[src/cpic_pkg.sv]
// Behaviour
// - Increase adds value to newest record, writes sum into oldest record.
// - After increase the written record becomes newest, addressed as record 1.
// - Increase with unmet access condition answers 69 82.
// - Successful increase returns new record value followed by added value.
// - Sum beyond all-FF record leaves file unchanged, answers 98 50.
// - Increase on file whose rule lacks increase code answers error.
// - Verify compares received PIN data with stored PIN reference.
// - Verify runs only on enabled, unblocked PIN; disabled PIN gives error.
// - PIN-guarded operation needs prior good verify unless PIN disabled, else 69 82.
// - Correct PIN restores remaining attempts to 3.
// - Wrong PIN decrements remaining attempts by one.
// - Three wrong presentations block PIN; count survives card resets.
// - Empty verify answers 63 CX with attempts, counter unchanged.
// - Failed verify of unblocked PIN answers 63 CX with decremented count.
// - Any verify on blocked PIN answers 69 83, also after card reset.
// - Blocked PIN keeps dependent access conditions unfulfilled until unblock.
// - Successful verify answers 90 00.
// - Successful unblock restores remaining attempts to 3.
package cpic_pkg;
	localparam int REC_BYTES = 3;
	localparam int PIN_BYTES = 8;
	localparam int REC_W     = REC_BYTES * 8;
	localparam int PIN_W     = PIN_BYTES * 8;
	localparam int TRY_W     = 2;

	localparam logic [TRY_W-1:0] PIN_TRIES_INIT = 2'h3;
	localparam logic [PIN_W-1:0] PIN_REF_RESET  = 64'h3030_3030_3030_3030;

	localparam logic [7:0] SW1_OK      = 8'h90;
	localparam logic [7:0] SW2_OK      = 8'h00;
	localparam logic [7:0] SW1_SEC     = 8'h69;
	localparam logic [7:0] SW2_SEC_NOT = 8'h82;
	localparam logic [7:0] SW2_BLOCKED = 8'h83;
	localparam logic [7:0] SW2_COND    = 8'h85;
	localparam logic [7:0] SW2_DENIED  = 8'h86;
	localparam logic [7:0] SW1_MAX     = 8'h98;
	localparam logic [7:0] SW2_MAX     = 8'h50;
	localparam logic [7:0] SW1_RETRY   = 8'h63;
	localparam logic [3:0] SW2_RETRY_H = 4'hC;
	localparam logic [7:0] SW1_PARAM   = 8'h6A;
	localparam logic [7:0] SW2_NO_REC  = 8'h83;
	localparam logic [7:0] SW1_INS     = 8'h6D;
	localparam logic [7:0] SW2_INS     = 8'h00;

	localparam logic [3:0] RSP_LEN_NONE = 4'h0;
	localparam logic [3:0] RSP_LEN_REC  = 4'h3;
	localparam logic [3:0] RSP_LEN_INC  = 4'h6;

	typedef enum logic [2:0] {
		OP_INCREASE = 3'h0,
		OP_VERIFY   = 3'h1,
		OP_READ_REC = 3'h2,
		OP_ACCESS   = 3'h3,
		OP_UNBLOCK  = 3'h4,
		OP_DISABLE  = 3'h5,
		OP_ENABLE   = 3'h6
	} cpic_op_e;

	typedef struct packed {
		cpic_op_e         op;
		logic             pin_empty;
		logic             cond_is_pin;
		logic             inc_listed;
		logic [7:0]       rec_num;
		logic [PIN_W-1:0] pin;
		logic [REC_W-1:0] value;
	} cpic_cmd_s;

	typedef struct packed {
		logic [7:0]         sw1;
		logic [7:0]         sw2;
		logic [3:0]         len;
		logic [2*REC_W-1:0] data;
	} cpic_rsp_s;
endpackage

[src/cpic_rec_adder.sv]
`timescale 1ns/10ps
`default_nettype none
module cpic_rec_adder
	import cpic_pkg::*;
#(
	parameter int W = REC_W
)
(
	input  wire logic [W-1:0] base_in,
	input  wire logic [W-1:0] addend_in,
	output logic      [W-1:0] sum_out,
	output logic              overflow_out
);
	logic [W:0] wide_sum;

	// Carry out of the top byte means the result passes all bytes FF
	assign wide_sum     = {1'b0, base_in} + {1'b0, addend_in};
	assign sum_out      = wide_sum[W-1:0];
	assign overflow_out = wide_sum[W];
endmodule
`default_nettype wire

[src/cpic_retry_ctr.sv]
`timescale 1ns/10ps
`default_nettype none
module cpic_retry_ctr
	import cpic_pkg::*;
(
	input  wire logic             clk_in,
	input  wire logic             sys_rst_in,
	input  wire logic             good_in,
	input  wire logic             bad_in,
	input  wire logic             restore_in,
	output logic      [TRY_W-1:0] retries_out,
	output logic                  blocked_out
);
	logic [TRY_W-1:0] retries;

	// Power-on reset, a good PIN and a restore reload it to 3; card resets leave it alone
	always_ff @(posedge clk_in or posedge sys_rst_in)
	begin
		if (sys_rst_in)
		begin
			retries <= PIN_TRIES_INIT;
		end
		else if (good_in || restore_in)
		begin
			retries <= PIN_TRIES_INIT;
		end
		else if (bad_in && (retries != '0))
		begin
			retries <= retries - 2'h1;
		end
	end

	assign retries_out = retries;
	assign blocked_out = (retries == '0);
endmodule
`default_nettype wire

[src/cpic_cmd_engine.sv]
`timescale 1ns/10ps
`default_nettype none
module cpic_cmd_engine
	import cpic_pkg::*;
#(
	parameter int               NUM_REC   = 4,
	parameter logic [PIN_W-1:0] PIN_RESET = PIN_REF_RESET
)
(
	input  wire logic             clk_in,
	input  wire logic             sys_rst_in,
	input  wire logic             card_reset_in,
	input  wire logic             cmd_valid_in,
	output logic                  cmd_ready_out,
	input  wire cpic_cmd_s        cmd_in,
	output logic                  rsp_valid_out,
	input  wire logic             rsp_ready_in,
	output cpic_rsp_s             rsp_out,
	output logic      [TRY_W-1:0] pin_retries_out,
	output logic                  pin_blocked_out,
	output logic                  pin_disabled_out,
	output logic                  pin_verified_out
);
	localparam int IDX_W = (NUM_REC > 1) ? $clog2(NUM_REC) : 1;

	typedef enum logic [1:0] {
		ST_IDLE = 2'b00,
		ST_EXEC = 2'b01,
		ST_RESP = 2'b11
	} cpic_state_e;

	cpic_state_e      state;
	cpic_state_e      next_state;
	cpic_cmd_s        cmd_q;
	cpic_rsp_s        rsp_q;
	cpic_rsp_s        next_rsp;

	logic [REC_W-1:0] rec_mem [NUM_REC];
	logic [IDX_W-1:0] newest;
	logic [PIN_W-1:0] pin_ref;
	logic             pin_disabled;
	logic             pin_verified;

	logic [TRY_W-1:0] retries;
	logic             blocked;
	logic             pin_match;
	logic             access_ok;
	logic             pin_good;
	logic             pin_bad;
	logic             pin_restore;
	logic             set_verified;
	logic             set_disabled;
	logic             clr_disabled;
	logic             load_pin;
	logic             inc_write;
	logic [IDX_W-1:0] oldest;
	logic [IDX_W-1:0] read_idx;
	logic [REC_W-1:0] inc_sum;
	logic             inc_ovf;

	// Record k counted back from the newest; record 1 is the newest itself
	function automatic logic [IDX_W-1:0] rec_index(input logic [IDX_W-1:0] top,
	                                              input int unsigned k);
		int unsigned pos;
		pos = (int'(top) + NUM_REC - ((k - 1) % NUM_REC)) % NUM_REC;
		return pos[IDX_W-1:0];
	endfunction

	function automatic cpic_rsp_s status(input logic [7:0] sw1, input logic [7:0] sw2);
		cpic_rsp_s r;
		r      = '0;
		r.sw1  = sw1;
		r.sw2  = sw2;
		r.len  = RSP_LEN_NONE;
		return r;
	endfunction

	function automatic cpic_rsp_s retry_status(input logic [TRY_W-1:0] left);
		logic [3:0] nib;
		nib = 4'(left);
		return status(SW1_RETRY, {SW2_RETRY_H, nib});
	endfunction

	cpic_retry_ctr u_retry
	(
		.clk_in      (clk_in),
		.sys_rst_in  (sys_rst_in),
		.good_in     (pin_good),
		.bad_in      (pin_bad),
		.restore_in  (pin_restore),
		.retries_out (retries),
		.blocked_out (blocked)
	);

	// Oldest record is the one just past the newest in the cycle
	assign oldest   = rec_index(newest, NUM_REC);
	assign read_idx = rec_index(newest, int'(cmd_q.rec_num));

	cpic_rec_adder #(
		.W (REC_W)
	) u_adder
	(
		.base_in      (rec_mem[newest]),
		.addend_in    (cmd_q.value),
		.sum_out      (inc_sum),
		.overflow_out (inc_ovf)
	);

	assign pin_match = (cmd_q.pin == pin_ref);
	// A blocked PIN denies access even if verified earlier in the session
	assign access_ok = !blocked && (pin_disabled || pin_verified);

	always_comb
	begin
		next_rsp     = status(SW1_INS, SW2_INS);
		pin_good     = 1'b0;
		pin_bad      = 1'b0;
		pin_restore  = 1'b0;
		set_verified = 1'b0;
		set_disabled = 1'b0;
		clr_disabled = 1'b0;
		load_pin     = 1'b0;
		inc_write    = 1'b0;
		if (state == ST_EXEC)
		begin
			case (cmd_q.op)
				OP_INCREASE:
				begin
					if (!cmd_q.inc_listed)
					begin
						next_rsp = status(SW1_SEC, SW2_DENIED);
					end
					else if (cmd_q.cond_is_pin && !access_ok)
					begin
						next_rsp = status(SW1_SEC, SW2_SEC_NOT);
					end
					else if (inc_ovf)
					begin
						next_rsp = status(SW1_MAX, SW2_MAX);
					end
					else
					begin
						inc_write     = 1'b1;
						next_rsp      = status(SW1_OK, SW2_OK);
						next_rsp.len  = RSP_LEN_INC;
						next_rsp.data = {inc_sum, cmd_q.value};
					end
				end
				OP_VERIFY:
				begin
					if (blocked)
					begin
						next_rsp = status(SW1_SEC, SW2_BLOCKED);
					end
					else if (pin_disabled)
					begin
						next_rsp = status(SW1_SEC, SW2_COND);
					end
					else if (cmd_q.pin_empty)
					begin
						next_rsp = retry_status(retries);
					end
					else if (pin_match)
					begin
						pin_good     = 1'b1;
						set_verified = 1'b1;
						next_rsp     = status(SW1_OK, SW2_OK);
					end
					else
					begin
						pin_bad  = 1'b1;
						next_rsp = retry_status(retries - 2'h1);
					end
				end
				OP_READ_REC:
				begin
					if (cmd_q.cond_is_pin && !access_ok)
					begin
						next_rsp = status(SW1_SEC, SW2_SEC_NOT);
					end
					else if ((cmd_q.rec_num == 8'h00) || (int'(cmd_q.rec_num) > NUM_REC))
					begin
						next_rsp = status(SW1_PARAM, SW2_NO_REC);
					end
					else
					begin
						next_rsp      = status(SW1_OK, SW2_OK);
						next_rsp.len  = RSP_LEN_REC;
						next_rsp.data = {rec_mem[read_idx], {REC_W{1'b0}}};
					end
				end
				OP_ACCESS:
				begin
					if (!cmd_q.cond_is_pin || access_ok)
					begin
						next_rsp = status(SW1_OK, SW2_OK);
					end
					else
					begin
						next_rsp = status(SW1_SEC, SW2_SEC_NOT);
					end
				end
				OP_UNBLOCK:
				begin
					// Unblock key is checked before the command reaches here
					pin_restore = 1'b1;
					load_pin    = !cmd_q.pin_empty;
					next_rsp    = status(SW1_OK, SW2_OK);
				end
				OP_DISABLE, OP_ENABLE:
				begin
					if (blocked)
					begin
						next_rsp = status(SW1_SEC, SW2_BLOCKED);
					end
					else if (pin_disabled == (cmd_q.op == OP_DISABLE))
					begin
						next_rsp = status(SW1_SEC, SW2_COND);
					end
					else if (pin_match)
					begin
						pin_good     = 1'b1;
						set_disabled = (cmd_q.op == OP_DISABLE);
						clr_disabled = (cmd_q.op == OP_ENABLE);
						next_rsp     = status(SW1_OK, SW2_OK);
					end
					else
					begin
						pin_bad  = 1'b1;
						next_rsp = retry_status(retries - 2'h1);
					end
				end
				default:
				begin
					next_rsp = status(SW1_INS, SW2_INS);
				end
			endcase
		end
	end

	always_comb
	begin
		next_state = state;
		case (state)
			ST_IDLE:
			begin
				if (cmd_valid_in)
				begin
					next_state = ST_EXEC;
				end
			end
			ST_EXEC:
			begin
				next_state = ST_RESP;
			end
			ST_RESP:
			begin
				if (rsp_ready_in)
				begin
					next_state = ST_IDLE;
				end
			end
			default:
			begin
				next_state = ST_IDLE;
			end
		endcase
	end

	always_ff @(posedge clk_in or posedge sys_rst_in)
	begin
		if (sys_rst_in)
		begin
			state <= ST_IDLE;
		end
		else
		begin
			state <= next_state;
		end
	end

	always_ff @(posedge clk_in or posedge sys_rst_in)
	begin
		if (sys_rst_in)
		begin
			cmd_q <= '0;
		end
		else if ((state == ST_IDLE) && cmd_valid_in)
		begin
			cmd_q <= cmd_in;
		end
	end

	// Status is loaded on the same edge as the persistent state changes
	always_ff @(posedge clk_in or posedge sys_rst_in)
	begin
		if (sys_rst_in)
		begin
			rsp_q <= '0;
		end
		else if (state == ST_EXEC)
		begin
			rsp_q <= next_rsp;
		end
	end

	// Record contents persist over card resets like the rest of the file
	always_ff @(posedge clk_in or posedge sys_rst_in)
	begin
		if (sys_rst_in)
		begin
			newest <= '0;
			for (int i = 0; i < NUM_REC; i++)
			begin
				rec_mem[i] <= '0;
			end
		end
		else if (inc_write)
		begin
			rec_mem[oldest] <= inc_sum;
			newest          <= oldest;
		end
	end

	always_ff @(posedge clk_in or posedge sys_rst_in)
	begin
		if (sys_rst_in)
		begin
			pin_ref <= PIN_RESET;
		end
		else if (load_pin)
		begin
			pin_ref <= cmd_q.pin;
		end
	end

	always_ff @(posedge clk_in or posedge sys_rst_in)
	begin
		if (sys_rst_in)
		begin
			pin_disabled <= 1'b0;
		end
		else if (set_disabled)
		begin
			pin_disabled <= 1'b1;
		end
		else if (clr_disabled)
		begin
			pin_disabled <= 1'b0;
		end
	end

	// Session flag: a card reset drops it, but a grant in the same cycle wins
	always_ff @(posedge clk_in or posedge sys_rst_in)
	begin
		if (sys_rst_in)
		begin
			pin_verified <= 1'b0;
		end
		else if (set_verified)
		begin
			pin_verified <= 1'b1;
		end
		else if (card_reset_in || pin_bad || pin_restore)
		begin
			pin_verified <= 1'b0;
		end
	end

	assign cmd_ready_out    = (state == ST_IDLE);
	assign rsp_valid_out    = (state == ST_RESP);
	assign rsp_out          = rsp_q;
	assign pin_retries_out  = retries;
	assign pin_blocked_out  = blocked;
	assign pin_disabled_out = pin_disabled;
	assign pin_verified_out = pin_verified;
endmodule
`default_nettype wire

[config.mk]
export PLATFORM = sky130hd
export DESIGN_NAME = cpic_cmd_engine
export DESIGN_NICKNAME = d
export VERILOG_FILES = /design/src/cpic_pkg.sv /design/src/cpic_rec_adder.sv /design/src/cpic_retry_ctr.sv /design/src/cpic_cmd_engine.sv
export SDC_FILE = /design/constraint.sdc
export NUM_CORES = 1
export LEC_CHECK = 0
export ABC_CLOCK_PERIOD_IN_PS = 12700
export BUFFER_PORTS_ARGS = -buffer_cell sky130_fd_sc_hd__buf_2
export CAP_MARGIN = 10
export CORE_MARGIN = 2
export CORE_UTILIZATION = 59
export CTS_BUF_LIST = sky130_fd_sc_hd__clkbuf_8
export DETAILED_ROUTE_END_ITERATION = 8
export PLACE_DENSITY = 0.8
export SLEW_MARGIN = 20
export SYNTH_ARGS = -nofsm -noshare
export SYNTH_HDL_FRONTEND = slang
export SYNTH_HIERARCHICAL = 1
export SYNTH_SLANG_ARGS = --single-unit
[constraint.sdc]
create_clock -name clk_in -period 12.7 [get_ports clk_in]
set_input_delay 1.27 -clock clk_in [delete_from_list [all_inputs] [get_ports clk_in]]
set_output_delay 1.27 -clock clk_in [all_outputs]
set_load 0.05 [all_outputs]
==> impl_metrics.py, run 1 <==
metrics = {
    "timing": {
        "relSlewSlack_pct": 38.7,
        "finalHoldViolCount": 0,
        "holdWs_ns": 0.461,
        "min_period_ns": 5.55,
        "skew_ns": 0.0232,
        "worst_slew_pin_slew_ns": 0.920,
        "max_freq_mhz": 180,
        "timing.final.crit_share_pct": 43.7,
        "setup_violations": 0,
        "rsz0062_at_grt": "no",
        "fin_tns_setup_ns": 0,
        "finalMaxSlewViolations": 0,
    },
    "synthesis": {
        "async_reset_ff_share_pct": 100,
        "synth_cell_types": 72,
        "synth_common_cells": "dfrtp_1 (315), mux2_2 (163), mux2_1 (95)",
        "synthCells": 1233,
        "synth_enable_flop_cells": 0,
        "ys_seq_area_share_pct": 50.8,
        "synth.most_common_cell": "dfrtp_1",
        "synth_area_per_cell_sq_um": 13.3,
        "ys.flop_type": "dfrtp_1",
        "netlist_area_sq_um": 16400,
        "yosys_warnings": 6,
        "synth_top_area_cell": "dfrtp_1",
        "ys_top_cells_by_area": "dfrtp_1 (48%), mux2_2 (11%), mux4_2 (6.6%), mux2_1 (6.5%), xnor2_1 (4.2%)",
        "ys_ff_latch": 333,
        "yosysTopAreaCellShare_pct": 47.9,
    },
    "flow_run": {
        "maxCapViolCount": 0,
    },
    "global_route": {
        "antenna_found_initial": 6,
        "gr-total-overflow": 0,
        "grt_pass1_wl_mm": 56.4,
        "first_global_vias": 10800,
        "grtUsageTotal_pct": 24.5,
        "grt_start_max_net_pins": 200,
    },
    "floorplanning": {
        "row_count": 61,
        "die_h_um": 171,
        "start_util_pct": 59.5,
        "core_sq_um": 27600,
        "die_w_um": 171,
        "dieArea_sq_um": 29200,
        "io_pins": 182,
    },
    "final_layout": {
        "regArea_sq_um": 8360,
        "final.fill_count": 2065,
        "nets": 1546,
        "drive_above_1_share_pct": 35.5,
        "areaGrowthSynthToFinish_pct": 13.2,
        "multi_input_area_sq_um": 7480,
    },
    "cts": {
        "clk_latency_ns": 0.59,
        "post_cts_buffers": 0,
        "htree_levels": 2,
        "cts_hold_buf": 0,
        "path_clk_slew_ns": 0.06,
        "cts_tree": "yes",
        "ctsResizeCount": 0,
        "clock-sinks": 333,
        "cts-root-buf": "clkbuf_8",
        "clockBufferDepth": 3,
        "numCtsBuffers": 54,
    },
    "critical_path": {
        "max_stage_delay_ns": 0.90,
        "crit_fanout": 55,
        "path_buf_inv": 2,
        "startpoint_type": "register",
        "cp.required_ns": 13.16,
        "cp_top_family": "compound AO/OA/AOI/OAI gates",
        "worstPathArrival_ns": 6.02,
        "worstSetupPathType": "register to register",
        "cp_slowest_cell": "dfrtp_1",
        "crit_chain": "buf_4 -> mux4_2 -> ha_1 -> and3_1 -> a221oi_2 -> o211ai_2 -> a221oi_2 -> o21ai_1 -> a21o_1 -> nor3_4 -> buf_4 -> nand2_4 -> mux2_1",
        "crit_path_end_kind": "register",
    },
    "routing": {
        "drc_errors": 0,
        "wl_mm": 34.9,
        "drtIter0Drc": 650,
        "wire_per_inst_um": 19.1,
        "vias_per_cell": 5.85,
        "drtAntennaViolNets": 0,
        "vias": 10700,
        "firstDrtPassIters": 5,
    },
    "min_path": {
        "min_path_type": "register to register",
    },
    "place": {
        "portBuffers": 178,
        "gp_congestion": 0.891,
        "hpwl_mm": 23.2,
    },
    "power_and_ir_drop": {
        "peakVddDrop_mv": 0.126,
        "power.leakage_nw": 8.77,
        "power.density_nw_per_um2": 262,
    },
    "outcome": {
        "status": "complete, no violations",
    },
}
[final timing paths]
path	startpoint	to	slack [ns]	cells after the start
setup / recovery	newest[0]	rec_mem[57]	7.15	13
hold reg to reg	rsp_out[56]	rsp_out[56]	0.46	2
max in group asynchronous	sys_rst_in	rec_mem[84]	10.30	4
hold / removal	rsp_out[56]	rsp_out[56]	0.46	2
setup reg to reg	newest[0]	rec_mem[57]	7.15	13
min in group asynchronous	sys_rst_in	u_retry/retries_out[0]	0.76	2
[routing by layer]
| metal | wire length [um] | up-vias | GRT usage, % |
|---|---|---|---|
| met5 | 39 | - | 0 |
| met4 | 804 | 6 | 8.40 |
| met3 | 2470 | 75 | 6.25 |
| met2 | 16600 | 320 | 39.3 |
| met1 | 15000 | 5386 | 32.7 |
| li1 | - | 4904 | - |
[logic make-up after synthesis]
group,synth area share [%]
xor gates and xnor gates,4.97
other,0.0228
AOI/OAI and AO/OA,8.27
buffers and inverters,3.85
muxes,24.4
DFF,50.8
adders and majority gates,2.41
and+or+nand+nor,5.22
[state kept, by name (all words and copies together), names as in the netlist]
| register | cells |
|---|---|
| cmd_q | 102 |
| rec_mem | 96 |
| pin_ref | 64 |
| rsp_out | 63 |
| newest | 2 |
| state | 2 |
| u_retry/retries_out | 2 |
| pin_disabled_out | 1 |
| pin_verified_out | 1 |
[layout by cell type, fill, tap and decap left out, types with 4 or more instances in the layout]
cell,netlist,routed
a21o_1,18,18
buf_4,10,7
nor3_1,8,8
nand3_1,15,15
xnor2_1,79,79
clkinv_1,10,10
nor2b_1,5,5
nand4_1,23,23
mux4_2,48,48
nand2_1,42,42
clkbuf_8,1,65
a22oi_1,25,25
xor2_1,8,8
dfstp_2,18,18
mux2_2,163,163
nand2b_1,6,5
o211ai_1,6,6
a31oi_1,7,7
mux2_1,95,95
o21ai_0,30,30
inv_1,31,53
and3_1,4,4
o21ai_1,23,23
ha_1,30,29
a22o_1,25,25
nor4_1,4,4
a21oi_1,30,30
dfrtp_1,315,315
nor2_1,30,29
nand2_4,4,4
buf_2,14,178
[per-stage QoR]
step	utilization [%]	power (mW)	instances	cell area (sq um)	setup slack [ns]
after floorplan	-	3.47	1235	16400	2.29
after global routing	67.3	5.19	1827	18600	6.71
final	67.3	4.87	1828	18600	7.15
after global placement	63.1	3.85	1729	17400	7.24
after detailed placement	63.1	3.93	1729	17400	7.05
after CTS	67.2	4.90	1825	18600	7.04
[worst register-to-register path, delay by kind of cell, from the launching register on]
kind,cells,cell delay [ns]
AO/OA/AOI/OAI,5,1.33
buffers and inverters,2,1.03
multiplexers,2,0.99
flip-flops,1,0.90
AND/OR/NAND/NOR,3,0.80
adder cells (fa/ha/maj),1,0.38
[where the power goes]
group,total [mW],switching (mW),internal (mW)
Combinational,2.07,1.14,0.932
Sequential,1.85,0.368,1.48
Clock,0.951,0.425,0.526
[layout make-up]
cell class | count | area share, %
sequential | 333 | 44.9
multi-input combinational | 789 | 40.2
timing repair buffer | 188 | 5.39
tap | 378 | 2.54
antenna | 2 | 0.0269
clock inverter | 31 | 1.24
inverter | 42 | 0.894
clock buffer | 65 | 4.81
Note: power is estimated with default switching activity, not from simulation.
==> run 2, diff against run 1 <==
Settings changed: ABC_CLOCK_PERIOD_IN_PS 12700 to 4500, CORE_UTILIZATION 59 to 55, PLACE_DENSITY 0.8 to 0.79.
Clock period 12.7 ns to 4.5 ns, I/O delays scaled along.
==> run 2 against run 1 <==
Effect of this change:
- flip-flop and latch count stayed put
- worst setup slack worse by 6.9 ns
- worst hold slack worse by 0.41 ns
- fmax up 30%
- register-to-register slack lost 6.9 ns
- clock skew barely moved
- critical endpoint is now rec_mem[13]
- highest routed layer unchanged
==> impl_metrics.py, run 2 (synthesized netlist as in run 1, its figures left out) <==
metrics = {
    "final_layout": {
        "layout_common_cells": "dfrtp_1 (315), buf_2 (178), mux2_2 (163)",
        "drive_above_1_share_pct": 36.0,
        "largest_reg_flops": 102,
        "areaGrowthSynthToFinish_pct": 13.7,
        "largest-register": "cmd_q",
        "top_regs": "cmd_q (102), rec_mem (96), pin_ref (64)",
        "final_area_sq_um": 18700,
        "final_common_cell": "dfrtp_1",
        "utilization_pct": 63.2,
        "nets": 1559,
    },
    "floorplanning": {
        "io_pins": 182,
        "start_util_pct": 55.6,
        "row_count": 63,
        "die_w_um": 177,
        "dieArea_sq_um": 31300,
        "die_h_um": 177,
        "core_sq_um": 29600,
    },
    "cts": {
        "clk_latency_ns": 0.59,
        "cts_tree": "yes",
        "htree_levels": 2,
        "path_clk_slew_ns": 0.07,
        "clock-sinks": 333,
        "cts-root-buf": "clkbuf_8",
        "numCtsBuffers": 55,
        "clockBufferDepth": 3,
    },
    "global_route": {
        "antenna_found_initial": 5,
        "grt_start_max_net_pins": 146,
        "first_global_vias": 11200,
        "grt_pass1_wl_mm": 58.6,
        "grtUsageTotal_pct": 23.5,
        "gr-total-overflow": 0,
    },
    "timing": {
        "rsz0062_at_grt": "yes",
        "skew_ns": 0.0227,
        "timing.final.crit_share_pct": 94.7,
        "setup_violations": 0,
        "relSlewSlack_pct": 35.6,
        "max_freq_mhz": 235,
        "worst_slew_pin_slew_ns": 0.966,
        "fin_ws_ns": 0.237,
        "min_period_ns": 4.26,
        "finalHoldViolCount": 0,
        "finalMaxSlewViolations": 0,
    },
    "critical_path": {
        "cp-startpoint": "newest[0]",
        "worstSetupPathType": "register to register",
        "worstReg2RegEnd": "rec_mem[13]",
        "reg2reg_from": "newest[0]",
        "crit_fanout": 24,
        "crit_path_end_kind": "register",
        "worstPathArrival_ns": 4.72,
        "ff2ff_path_depth": 13,
        "cp.required_ns": 4.96,
        "worst-r2r-setup-slack_ns": 0.24,
        "startpoint_type": "register",
        "endpoint": "rec_mem[13]",
    },
    "routing": {
        "drc_errors": 0,
        "vias": 10800,
        "wire_per_inst_um": 19.3,
        "drtAntennaViolNets": 0,
        "firstDrtPassIters": 5,
        "wl_mm": 35.7,
        "drtIter0Drc": 796,
        "vias_per_cell": 5.83,
    },
    "place": {
        "placed_area_sq_um": 17600,
        "hpwl_mm": 24.4,
        "portBuffers": 178,
        "place_ws_ns": -0.0939,
        "gp_congestion": 0.898,
    },
    "power_and_ir_drop": {
        "pwr-share-clk_pct": 18.6,
        "power.leakage_nw": 8.80,
        "p_int_mw": 8.24,
        "peakVddDrop_mv": 0.338,
        "power.density_nw_per_um2": 735,
        "power.switching_mw": 5.50,
        "netSwitchingFraction_pct": 40.1,
        "combPwrFrac_pct": 43.4,
        "p_seq_share_pct": 38.0,
        "total_power_mw": 13.7,
    },
    "min_path": {
        "min_path_type": "input pin to register",
    },
    "outcome": {
        "status": "complete, no violations",
    },
    "flow_run": {
        "maxCapViolCount": 0,
    },
}
==> run 2: timing repair <==
action,CTS,global route
pin swaps,1,0
buffers inserted,1,0
endpoints found under the hold margin,12,0
resized for setup,0,2
endpoints found under the setup margin,119,104
hold buffers,1,0
==> run 2: worst min path at each step <==
stage / startpoint / end / slack (ns) / cells past startpoint
after floorplan: sys_rst_in / u_retry/retries_out[0] / 0.36 / 1
after global placement: rsp_out[56] / rsp_out[56] / 0.45 / 2
after detailed placement: sys_rst_in / cmd_q[98] / 0.46 / 2
after CTS: cmd_in[98] / cmd_q[98] / 0.01 / 3
after global routing: cmd_in[98] / cmd_q[98] / 0.03 / 3
final: cmd_in[98] / cmd_q[98] / 0.05 / 3
==> run 2: stage by stage <==
| stage | cells | hold WS (ns) | setup TNS (ns) |
|---|---|---|---|
| 2_1_floorplan | 1235 | 0.362 | -112.64 |
| 3_3_place_gp | 1752 | 0.446 | 0 |
| 3_5_place_dp | 1752 | 0.457 | -6.01 |
| 4_1_cts | 1850 | 0.0123 | 0 |
| 5_1_grt | 1852 | 0.0292 | -0.131 |
| 6_report | 1854 | 0.0537 | 0 |
==> run 2: power groups by stage <==
stage | clock network, mW | logic, mW | registers [mW]
2_1_floorplan | 0 | 4.39 | 5.41
3_3_place_gp | 0 | 5.76 | 5.16
3_5_place_dp | 0 | 5.93 | 5.25
4_1_cts | 2.62 | 5.98 | 5.21
5_1_grt | 2.77 | 6.51 | 5.37
6_report | 2.56 | 5.97 | 5.22
==> run 2: area by class of cell <==
class                      count  area (sq um)
timing repair buffer         200          1120
clock buffer                  68           936
tap                          390           488
antenna                        4          10.0
multi-input combinational    789          7480
sequential                   333          8360
clock inverter                28           139
inverter                      42           163
fill                        2290         10900
==> run 2: per-layer routing <==
metal	GRT usage [%]	up-vias	part of all wire, %
li1	-	4920	-
met1	32.3	5531	44
met2	37.9	309	48
met3	5.07	49	6.0
met4	7.02	2	1.9
met5	0	-	0.031
==> run 2: worst max-delay path, cell delays in order (launching register included) <==
cell and delay, ns:
dfrtp_1 0.47, mux4_2 0.54, ha_1 0.24, fa_1 0.42, a21o_1 0.23, a221oi_2 0.29, o211ai_2 0.20, a221oi_2 0.36
o21ai_1 0.11, a21o_1 0.27, nor3_4 0.18, buf_12 0.16, nand2_4 0.24, mux2_1 0.41
